## src/host_port_pkg.sv

```systemverilog
// Constants and types shared by both ends of the host port link
// Functional notes
// - Select low qualifies every addressed register access
// - Read strobe reads, write strobe writes registers
// - Fly-by DMA swaps read and write strobes
// - Strobe plus grant low enables data bus
// - Access-done marks completed register access
// - Host holds access until access-done
// - FIFO DMA accesses complete without access-done
// - Shared access-done needs bit 4 set
// - Interrupt output driven by enabled conditions only
// - Channel 0 request when FIFO ready
// - Async FIFO mode: request carries service request
// - Stream valid output, polarity from mode
// - Boot configuration sampled during reset
// - Grant accepts request, then transfer proceeds
// - Unused DMA keeps grant high always
// - Host holds pins high during reset
// - Data bus 32 bits, address 4 bits
// - Stream hold input, polarity programmable
package host_port_pkg;
  localparam int ADDR_W   = 4;
  localparam int DATA_W   = 32;
  localparam int EVT_W    = 8;
  // ---------------------------------------------------------------
  // Timing
  // ---------------------------------------------------------------
  localparam int CLK_NS   = 4;
  localparam int SYNC_NS  = 12;
  localparam int SYNC_CYC = (SYNC_NS + CLK_NS - 1) / CLK_NS;
  localparam int DMA_CYC  = 2;
  // ---------------------------------------------------------------
  // Device registers, word index on the 4-bit address
  // ---------------------------------------------------------------
  localparam logic [3:0] R_FIFO0  = 4'h0;
  localparam logic [3:0] R_IRQ_EN = 4'h1;
  localparam logic [3:0] R_IRQ_ST = 4'h2;
  localparam logic [3:0] R_MODE   = 4'h3;
  localparam logic [3:0] R_PLL_HIGH_CONFIG = 4'h4;
  localparam logic [3:0] R_BOOT   = 4'h5;
  localparam int M_DMA_EN   = 0;
  localparam int M_FLYBY    = 1;
  localparam int M_ASYNC    = 2;
  localparam int M_VALID_LO = 3;
  localparam int M_HOLD_LO  = 4;
  localparam int P_ACK_SHARE = 4;
  localparam logic [31:0] REG_RST = 32'h0;
  // ---------------------------------------------------------------
  // Controller registers on AXI4-Lite, byte addresses
  // ---------------------------------------------------------------
  localparam logic [7:0] A_CMD    = 8'h00;
  localparam logic [7:0] A_WDATA  = 8'h04;
  localparam logic [7:0] A_RDATA  = 8'h08;
  localparam logic [7:0] A_STATUS = 8'h0c;
  localparam logic [7:0] A_IRQ_ST = 8'h10;
  localparam logic [7:0] A_IRQ_MK = 8'h14;
  localparam logic [7:0] A_CTRL   = 8'h18;
  localparam int C_WRITE = 8;
  localparam int C_DMA   = 9;
  localparam int K_BOOT  = 0;
  localparam int K_DMA   = 1;
  typedef enum logic [1:0] {
    D_IDLE = 2'b00, D_SYNC = 2'b01, D_DONE = 2'b10
  } dev_state_t;
  typedef enum logic [2:0] {
    H_IDLE = 3'b000, H_SETUP = 3'b001, H_STROBE = 3'b010,
    H_RELEASE = 3'b011
  } host_state_t;
endpackage

```

## src/hp_link_if.sv

```systemverilog
// Pin-level link between host controller and codec host port
`timescale 1ns/1ps
`default_nettype none
interface hp_link_if;
  logic        cs_n;
  logic        rd_n;
  logic        we_n;
  logic [3:0]  addr;
  logic [31:0] hd_to_dev;
  logic        hd_host_oe_n;
  logic [31:0] hd_to_host;
  logic        hd_dev_oe_n;
  logic        ack_out;
  logic        ack_oe_n;
  logic        irq_n;
  logic        dma_request_ch0;
  logic        dma_grant_ch0_n;
  logic        stream_valid;
  logic        stream_hold;
  logic        boot_cfg;
  modport dev (
    input  cs_n, rd_n, we_n, addr, hd_to_dev, hd_host_oe_n,
    input  dma_grant_ch0_n, stream_hold, boot_cfg,
    output hd_to_host, hd_dev_oe_n, ack_out, ack_oe_n, irq_n,
    output dma_request_ch0, stream_valid
  );
  modport host (
    output cs_n, rd_n, we_n, addr, hd_to_dev, hd_host_oe_n,
    output dma_grant_ch0_n, stream_hold, boot_cfg,
    input  hd_to_host, hd_dev_oe_n, ack_out, ack_oe_n, irq_n,
    input  dma_request_ch0, stream_valid
  );
endinterface // hp_link_if
`default_nettype wire

```

## src/hp_host.sv

```systemverilog
// Host controller end: AXI4-Lite registers driving the host port pins
`timescale 1ns/1ps
`default_nettype none
module hp_host (
  input  wire logic        aclk,
  input  wire logic        aresetn,
  input  wire logic [7:0]  s_axi_awaddr,
  input  wire logic        s_axi_awvalid,
  output logic             s_axi_awready,
  input  wire logic [31:0] s_axi_wdata,
  input  wire logic [3:0]  s_axi_wstrb,
  input  wire logic        s_axi_wvalid,
  output logic             s_axi_wready,
  output logic [1:0]       s_axi_bresp,
  output logic             s_axi_bvalid,
  input  wire logic        s_axi_bready,
  input  wire logic [7:0]  s_axi_araddr,
  input  wire logic        s_axi_arvalid,
  output logic             s_axi_arready,
  output logic [31:0]      s_axi_rdata,
  output logic [1:0]       s_axi_rresp,
  output logic             s_axi_rvalid,
  input  wire logic        s_axi_rready,
  output logic             irq,
  hp_link_if.host          link
);
  import host_port_pkg::*;

  // ---------------------------------------------------------------
  // AXI4-Lite slave
  // ---------------------------------------------------------------
  logic [7:0]  awaddr_q;
  logic [31:0] wd_q;
  logic        aw_have_q;
  logic        w_have_q;
  logic        do_wr;
  logic [9:0]  cmd_q;
  logic [31:0] wdata_q;
  logic [31:0] rdata_q;
  logic [1:0]  irq_st_q;
  logic [1:0]  irq_mk_q;
  logic [1:0]  ctrl_q;
  logic        start;
  logic        done;
  host_state_t state_q;

  assign do_wr = aw_have_q & w_have_q & ~s_axi_bvalid;
  // Full-word registers; byte enables other than all-ones are ignored, except by the A_IRQ_ST write-one clear
  assign start = do_wr && awaddr_q == A_CMD && s_axi_wstrb == 4'hf && state_q == H_IDLE;

  always_ff @(posedge aclk) begin
    if (!aresetn) begin
      aw_have_q     <= 1'b0;
      w_have_q      <= 1'b0;
      awaddr_q      <= 8'h0;
      wd_q          <= REG_RST;
      s_axi_awready <= 1'b0;
      s_axi_wready  <= 1'b0;
      s_axi_bvalid  <= 1'b0;
    end else begin
      s_axi_awready <= ~aw_have_q & ~(s_axi_awvalid & s_axi_awready);
      s_axi_wready  <= ~w_have_q & ~(s_axi_wvalid & s_axi_wready);
      if (s_axi_awvalid && s_axi_awready) begin
        aw_have_q <= 1'b1;
        awaddr_q  <= s_axi_awaddr;
      end
      if (s_axi_wvalid && s_axi_wready) begin
        w_have_q <= 1'b1;
        wd_q     <= s_axi_wdata;
      end
      if (do_wr) begin
        s_axi_bvalid <= 1'b1;
        aw_have_q    <= 1'b0;
        w_have_q     <= 1'b0;
      end else if (s_axi_bready) begin
        s_axi_bvalid <= 1'b0;
      end
    end
  end
  assign s_axi_bresp = 2'b00;
  assign s_axi_rresp = 2'b00;

  always_ff @(posedge aclk) begin
    if (!aresetn) begin
      cmd_q    <= 10'h0;
      wdata_q  <= REG_RST;
      irq_mk_q <= 2'h0;
      ctrl_q   <= 2'h0;
    end else if (do_wr && s_axi_wstrb == 4'hf) begin
      case (awaddr_q)
        A_CMD:    if (state_q == H_IDLE) cmd_q <= wd_q[9:0];
        A_WDATA:  wdata_q  <= wd_q;
        A_IRQ_MK: irq_mk_q <= wd_q[1:0];
        A_CTRL:   ctrl_q   <= wd_q[1:0];
        default: begin
        end
      endcase
    end
  end

  // Set wins over write-one clear
  always_ff @(posedge aclk) begin
    if (!aresetn) begin
      irq_st_q <= 2'h0;
      irq      <= 1'b0;
    end else begin
      irq_st_q <= (irq_st_q & ~((do_wr && awaddr_q == A_IRQ_ST) ?
                  wd_q[1:0] : 2'h0)) | {~link.irq_n, done};
      irq      <= |(irq_st_q & irq_mk_q);
    end
  end

  always_ff @(posedge aclk) begin
    if (!aresetn) begin
      s_axi_arready <= 1'b0;
      s_axi_rvalid  <= 1'b0;
      s_axi_rdata   <= REG_RST;
    end else begin
      s_axi_arready <= ~s_axi_rvalid & ~(s_axi_arvalid & s_axi_arready);
      if (s_axi_arvalid && s_axi_arready) begin
        s_axi_rvalid <= 1'b1;
        case (s_axi_araddr)
          A_CMD:    s_axi_rdata <= {22'h0, cmd_q};
          A_WDATA:  s_axi_rdata <= wdata_q;
          A_RDATA:  s_axi_rdata <= rdata_q;
          A_STATUS: s_axi_rdata <= {29'h0, link.dma_request_ch0, ~link.irq_n, state_q != H_IDLE};
          A_IRQ_ST: s_axi_rdata <= {30'h0, irq_st_q};
          A_IRQ_MK: s_axi_rdata <= {30'h0, irq_mk_q};
          A_CTRL:   s_axi_rdata <= {30'h0, ctrl_q};
          default:  s_axi_rdata <= REG_RST;
        endcase
      end else if (s_axi_rready) begin
        s_axi_rvalid <= 1'b0;
      end
    end
  end

  // ---------------------------------------------------------------
  // Pin sequencer
  // ---------------------------------------------------------------
  logic ack_low;
  logic [1:0] cnt_q;
  assign ack_low = ~link.ack_oe_n & ~link.ack_out;

  always_ff @(posedge aclk) begin
    if (!aresetn) begin
      state_q <= H_IDLE;
      cnt_q   <= 2'h0;
      done    <= 1'b0;
      rdata_q <= REG_RST;
      link.cs_n <= 1'b1;
      link.rd_n <= 1'b1;
      link.we_n <= 1'b1;
      link.dma_grant_ch0_n <= 1'b1;
      link.hd_host_oe_n <= 1'b1;
      link.addr <= 4'h0;
      link.hd_to_dev <= REG_RST;
    end else begin
      done <= 1'b0;
      case (state_q)
        H_IDLE: begin
          if (start) begin
            state_q <= H_SETUP;
            link.addr <= wd_q[3:0];
            link.hd_to_dev <= wdata_q;
            link.hd_host_oe_n <= ~wd_q[C_WRITE];
            link.cs_n <= wd_q[C_DMA];
          end
        end
        H_SETUP: begin
          cnt_q <= 2'h0;
          if (!cmd_q[C_DMA]) begin
            state_q <= H_STROBE;
            link.we_n <= ~cmd_q[C_WRITE];
            link.rd_n <= cmd_q[C_WRITE];
          end else if (ctrl_q[K_DMA] && link.dma_request_ch0) begin
            state_q <= H_STROBE;
            link.dma_grant_ch0_n <= 1'b0;
            link.we_n <= ~cmd_q[C_WRITE];
            link.rd_n <= cmd_q[C_WRITE];
          end
        end
        H_STROBE: begin
          cnt_q <= cnt_q + 2'h1;
          if (cmd_q[C_DMA] ? cnt_q == 2'(DMA_CYC - 1) : ack_low) begin
            state_q <= H_RELEASE;
            if (!cmd_q[C_WRITE]) rdata_q <= link.hd_to_host;
            link.rd_n <= 1'b1;
            link.we_n <= 1'b1;
          end
        end
        H_RELEASE: begin
          state_q <= H_IDLE;
          done <= 1'b1;
          link.cs_n <= 1'b1;
          link.dma_grant_ch0_n <= 1'b1;
          link.hd_host_oe_n <= 1'b1;
        end
        default: state_q <= H_IDLE;
      endcase
    end
  end

  always_ff @(posedge aclk) begin
    if (!aresetn) begin
      link.boot_cfg <= 1'b0;
      link.stream_hold <= 1'b0;
    end else begin
      link.boot_cfg <= ctrl_q[K_BOOT];
      link.stream_hold <= 1'b0;
    end
  end
endmodule // hp_host
`default_nettype wire

```

## src/flat_wrapper.sv

```systemverilog
// flat-port wrapper written by rule: the top's interface ports become plain ports
module hp_host_flat import host_port_pkg::*;
  (aclk, aresetn, s_axi_awaddr, s_axi_awvalid, s_axi_awready, s_axi_wdata, s_axi_wstrb, s_axi_wvalid, s_axi_wready, s_axi_bresp, s_axi_bvalid, s_axi_bready, s_axi_araddr, s_axi_arvalid, s_axi_arready, s_axi_rdata, s_axi_rresp, s_axi_rvalid, s_axi_rready, irq, link_cs_n, link_rd_n, link_we_n, link_addr, link_hd_to_dev, link_hd_host_oe_n, link_dma_grant_ch0_n, link_stream_hold, link_boot_cfg, link_hd_to_host, link_hd_dev_oe_n, link_ack_out, link_ack_oe_n, link_irq_n, link_dma_request_ch0, link_stream_valid);
  hp_link_if link_i ();
  input  wire logic aclk;
  input  wire logic aresetn;
  input  wire logic [7:0] s_axi_awaddr;
  input  wire logic s_axi_awvalid;
  output logic s_axi_awready;
  input  wire logic [31:0] s_axi_wdata;
  input  wire logic [3:0] s_axi_wstrb;
  input  wire logic s_axi_wvalid;
  output logic s_axi_wready;
  output logic [1:0] s_axi_bresp;
  output logic s_axi_bvalid;
  input  wire logic s_axi_bready;
  input  wire logic [7:0] s_axi_araddr;
  input  wire logic s_axi_arvalid;
  output logic s_axi_arready;
  output logic [31:0] s_axi_rdata;
  output logic [1:0] s_axi_rresp;
  output logic s_axi_rvalid;
  input  wire logic s_axi_rready;
  output logic irq;
  output wire logic [$bits(link_i.cs_n)-1:0] link_cs_n;
  output wire logic [$bits(link_i.rd_n)-1:0] link_rd_n;
  output wire logic [$bits(link_i.we_n)-1:0] link_we_n;
  output wire logic [$bits(link_i.addr)-1:0] link_addr;
  output wire logic [$bits(link_i.hd_to_dev)-1:0] link_hd_to_dev;
  output wire logic [$bits(link_i.hd_host_oe_n)-1:0] link_hd_host_oe_n;
  output wire logic [$bits(link_i.dma_grant_ch0_n)-1:0] link_dma_grant_ch0_n;
  output wire logic [$bits(link_i.stream_hold)-1:0] link_stream_hold;
  output wire logic [$bits(link_i.boot_cfg)-1:0] link_boot_cfg;
  input wire logic [$bits(link_i.hd_to_host)-1:0] link_hd_to_host;
  input wire logic [$bits(link_i.hd_dev_oe_n)-1:0] link_hd_dev_oe_n;
  input wire logic [$bits(link_i.ack_out)-1:0] link_ack_out;
  input wire logic [$bits(link_i.ack_oe_n)-1:0] link_ack_oe_n;
  input wire logic [$bits(link_i.irq_n)-1:0] link_irq_n;
  input wire logic [$bits(link_i.dma_request_ch0)-1:0] link_dma_request_ch0;
  input wire logic [$bits(link_i.stream_valid)-1:0] link_stream_valid;
  assign link_cs_n = link_i.cs_n;
  assign link_rd_n = link_i.rd_n;
  assign link_we_n = link_i.we_n;
  assign link_addr = link_i.addr;
  assign link_hd_to_dev = link_i.hd_to_dev;
  assign link_hd_host_oe_n = link_i.hd_host_oe_n;
  assign link_dma_grant_ch0_n = link_i.dma_grant_ch0_n;
  assign link_stream_hold = link_i.stream_hold;
  assign link_boot_cfg = link_i.boot_cfg;
  assign link_i.hd_to_host = link_hd_to_host;
  assign link_i.hd_dev_oe_n = link_hd_dev_oe_n;
  assign link_i.ack_out = link_ack_out;
  assign link_i.ack_oe_n = link_ack_oe_n;
  assign link_i.irq_n = link_irq_n;
  assign link_i.dma_request_ch0 = link_dma_request_ch0;
  assign link_i.stream_valid = link_stream_valid;
  hp_host u_core (.aclk(aclk), .aresetn(aresetn), .s_axi_awaddr(s_axi_awaddr), .s_axi_awvalid(s_axi_awvalid), .s_axi_awready(s_axi_awready), .s_axi_wdata(s_axi_wdata), .s_axi_wstrb(s_axi_wstrb), .s_axi_wvalid(s_axi_wvalid), .s_axi_wready(s_axi_wready), .s_axi_bresp(s_axi_bresp), .s_axi_bvalid(s_axi_bvalid), .s_axi_bready(s_axi_bready), .s_axi_araddr(s_axi_araddr), .s_axi_arvalid(s_axi_arvalid), .s_axi_arready(s_axi_arready), .s_axi_rdata(s_axi_rdata), .s_axi_rresp(s_axi_rresp), .s_axi_rvalid(s_axi_rvalid), .s_axi_rready(s_axi_rready), .irq(irq), .link(link_i));
endmodule
```

## config.mk

```make
export PLATFORM = sky130hd
export DESIGN_NAME = hp_host_flat
export DESIGN_NICKNAME = d
export VERILOG_FILES = /design/src/host_port_pkg.sv /design/src/hp_link_if.sv /design/src/hp_host.sv /design/src/flat_wrapper.sv
export SDC_FILE = /design/constraint.sdc
export NUM_CORES = 1
export LEC_CHECK = 0
export ABC_CLOCK_PERIOD_IN_PS = 1800
export BUFFER_PORTS_ARGS = -buffer_cell sky130_fd_sc_hd__buf_2
export CELL_PAD_IN_SITES_DETAIL_PLACEMENT = 0
export CELL_PAD_IN_SITES_GLOBAL_PLACEMENT = 1
export CORE_MARGIN = 10
export CORE_UTILIZATION = 25
export CTS_CLUSTER_DIAMETER = 80
export DETAILED_ROUTE_END_ITERATION = 10
export GPL_ROUTABILITY_DRIVEN = 0
export GPL_TIMING_DRIVEN = 0
export PLACE_DENSITY_LB_ADDON = 0.08
export SLEW_MARGIN = 10
export SYNTH_ARGS = -nofsm -noshare
export SYNTH_HDL_FRONTEND = slang
export SYNTH_SLANG_ARGS = --single-unit
```

## constraint.sdc

```tcl
create_clock -name aclk -period 1.8 [get_ports aclk]
set_input_delay 0.09 -clock aclk [delete_from_list [all_inputs] [get_ports aclk]]
set_output_delay 0.09 -clock aclk [all_outputs]
set_load 0.01 [all_outputs]
```

==> results.toml <==
[global_routing]
grt_first_pass_wirelength_um = 49500
antenna_found_initial = 1
grt_pass1_vias = 8048
grt_max_degree = 13
grt.total_usage_pct = 15.55
grt-ovfl-total = 0

[layout]
instances_no_fill = 1722
fin_util_pct = 35.78
nets = 1374
drive_gt1_share_pct = 23.72
multi_input_area_sq_um = 3682
final-seq-area_sq_um = 4153
fillers = 3449
final_cell_area_sq_um = 11380
syn2layout_area_growth_pct = 40.19

[detailed_routing]
vias_per_cell = 4.606
ant_nets = 0
drt_pass1_iterations = 5
wire_per_inst_um = 18.98
drt_iter0_drc = 441
drt-total-wl_um = 32680
drc = 0
num_vias = 7932

[floorplan]
top_level_ports = 182
die_w_um = 200.2
dieHeight_um = 200.2
initial_core_util_pct = 25.52
num_rows = 65
die_area_sq_um = 40070
coreArea_sq_um = 31800

[timing]
skew_ns = 0.01156
slew_headroom_pct = 52.11
slew_viol_final = 0
period_needed_ns = 1.724
max_freq_ghz = 0.5802
rsz0062_at_grt = "yes"
tns_ns = 0
post-route-period-util_pct = 95.75
finalHoldViolCount = 0
setup_viol = 0
tightest_slew_ns = 0.7183
worst_hold_slack_ns = 0.05090

[critical_path]
critical_path_class = "reg -> reg"
crit_slowest_cell = "dfxtp_2"
startpoint_type = "flip-flop"
required_ns = 2.25
crit_path_cell_trace = "and4bb_2, buf_4, and4_4, buf_8, clkbuf_4, nand3_1, a21oi_1"
rrSetupSlack_ns = 0.08
cp.arrival_ns = 2.17
cp_max_fo = 10
end_kind = "flip-flop"
critPathMaxStageDelay_ns = 0.34

[synth]
yosys.area.top_type = "dfxtp_1"
yosys_register_bits = 207
async_reset_ff_share_pct = 0
postSynthAreaPerCell_sq_um = 8.264
synth.top_cells.by_count = "dfxtp_1, nand2_1, a21oi_1"
ys_seq_area_share_pct = 51.06
yosysUniqueCellTypes = 47
synth_warnings = 0
yosysMostFrequentCell = "dfxtp_1"
syn_area_sq_um = 8115
synthFlopType = "dfxtp_1"
syn_inst = 982
synth_edf_count = 0
yosysTopAreaCellShare_pct = 51.06
yosys-top-cells-area = "dfxtp_1, a21oi_1, nand2_1"

[placed_design]
place_area_sq_um = 9535
portBuffers = 172
placed_cells = 1593
dp_hpwl_um = 24540

[clock_tree]
cts_buffers = 25
cts_num_sinks = 207
clk_root_buffer_cell = "clkbuf_16"
clock_latency_ns = 0.52
cts_max_level = 1
cts_tree = "built"
clk_pin_slew_ns = 0.06
clockBufferDepth = 3

[power]
peakVddDrop_v = 0.0005916
power_density_nw_per_um2 = 902.3
p_leak_nw = 4.294

[worst_hold_path]
hold_class = "in -> reg"

[flow_run]
cap_viol_max_count = 0

[run_status]
status = "complete, no violations"
==> per-stage QoR <==
stage / power, mW / worst slack, ns
CTS: 10.41 / 0.009579
global placement: 5.462 / -0.6523
finish: 10.27 / 0.07642
floorplan: 5.119 / 0.1985
global route: 10.68 / -0.008041
detailed placement: 5.464 / -0.6910
==> kinds of logic after synthesis <==
| family | after synthesis | share of synthesized area (%) |
|---|---|---|
| other cells | 1 | 0.04621 |
| flops | 207 | 51.06 |
| compound gates | 323 | 21.22 |
| fa+ha+maj | 6 | 0.9250 |
| mux | 14 | 2.189 |
| buf+inv | 92 | 5.165 |
| simple gates | 339 | 19.40 |
==> worst max-delay path, delay by kind of cell, from the launching register on <==
| family | cells | cell delay [ns] |
|---|---|---|
| AO/OA/AOI/OAI | 1 | 0.14 |
| buffers and inverters | 3 | 0.49 |
| flip-flops | 1 | 0.34 |
| AND/OR/NAND/NOR | 3 | 0.68 |
==> cell usage in the layout (no fill, tap or decap), drive strengths merged, types with 2 or more instances in the layout <==
cell / count
inv: 8
buf: 221
a22oi: 23
a221oi: 2
and3: 3
a31oi: 2
conb: 5
nor2: 17
or4: 2
nand2: 193
o311ai: 2
a211o: 2
mux4: 3
dlygate4sd3: 78
o21ai: 118
dfxtp: 207
mux2i: 11
nor3: 6
o21bai: 2
or3: 2
nand2b: 7
and4: 3
nand3b: 2
nor2b: 4
a21oi: 168
ha: 6
nand3: 84
clkinv: 2
clkbuf: 83
and2: 5
nor4: 4
==> power by group <==
| part | total (mW) | leakage [nW] | internal, mW | switching [mW] |
|---|---|---|---|---|
| Sequential | 4.69 | 1.68 | 4.64 | 0.0521 |
| Clock | 4.71 | 0.367 | 2.75 | 1.96 |
| Combinational | 0.859 | 2.25 | 0.353 | 0.506 |
==> registers in the layout, summed over array words and instances (netlist names), 4 cells and up <==
name and flops:
u_core.s_axi_rdata 32, u_core.link.addr 4, u_core.rdata_q 32, u_core.awaddr_q 8, u_core.wdata_q 32, u_core.link.hd_to_dev 32, u_core.wd_q 32, u_core.cmd_q 10
==> cell type report <==
| class | count | share of cell area, % |
|---|---|---|
| diodes | 1 | 0.02199 |
| repair buffers | 260 | 15.21 |
| multi-input cells | 687 | 32.37 |
| flip-flops and latches | 207 | 36.50 |
| well taps | 435 | 4.784 |
| clock inverters | 3 | 0.1650 |
| clock buffers | 39 | 6.401 |
| inverters | 7 | 0.2309 |
| plain buffers | 83 | 4.322 |
==> repair_timing <==
item	4_1_cts	5_1_grt
hold buffers	78	0
pin swaps	5	5
buffers inserted	9	0
gates cloned	0	1
endpoints found under the setup margin	126	107
hold endpoints to repair	79	0
gates resized for setup	39	113
==> layer usage <==
metal  track usage [%]  up-vias  wire [um]
li1                  -     3995          -
met1             20.67     3750      15550
met2             25.71      157      15300
met3             2.950       30       1423
met4             2.971        0        402
met5                 0        -          0
==> worst paths after layout <==
check / start / endpoint / cells past startpoint
max reg2reg: u_core.s_axi_bvalid$_SDFFE_PN0P_ / u_core.link.hd_to_dev[26]$_SDFFE_PN0P_ / 7
min: s_axi_arvalid / u_core.s_axi_rdata[1]$_SDFFE_PN0P_ / 4
min reg2reg: u_core.s_axi_rvalid$_SDFFE_PN0P_ / u_core.s_axi_arready$_SDFF_PN0_ / 1
max: u_core.s_axi_bvalid$_SDFFE_PN0P_ / u_core.link.hd_to_dev[26]$_SDFFE_PN0P_ / 7
No activity file was read; power rests on OpenSTA's default activity.
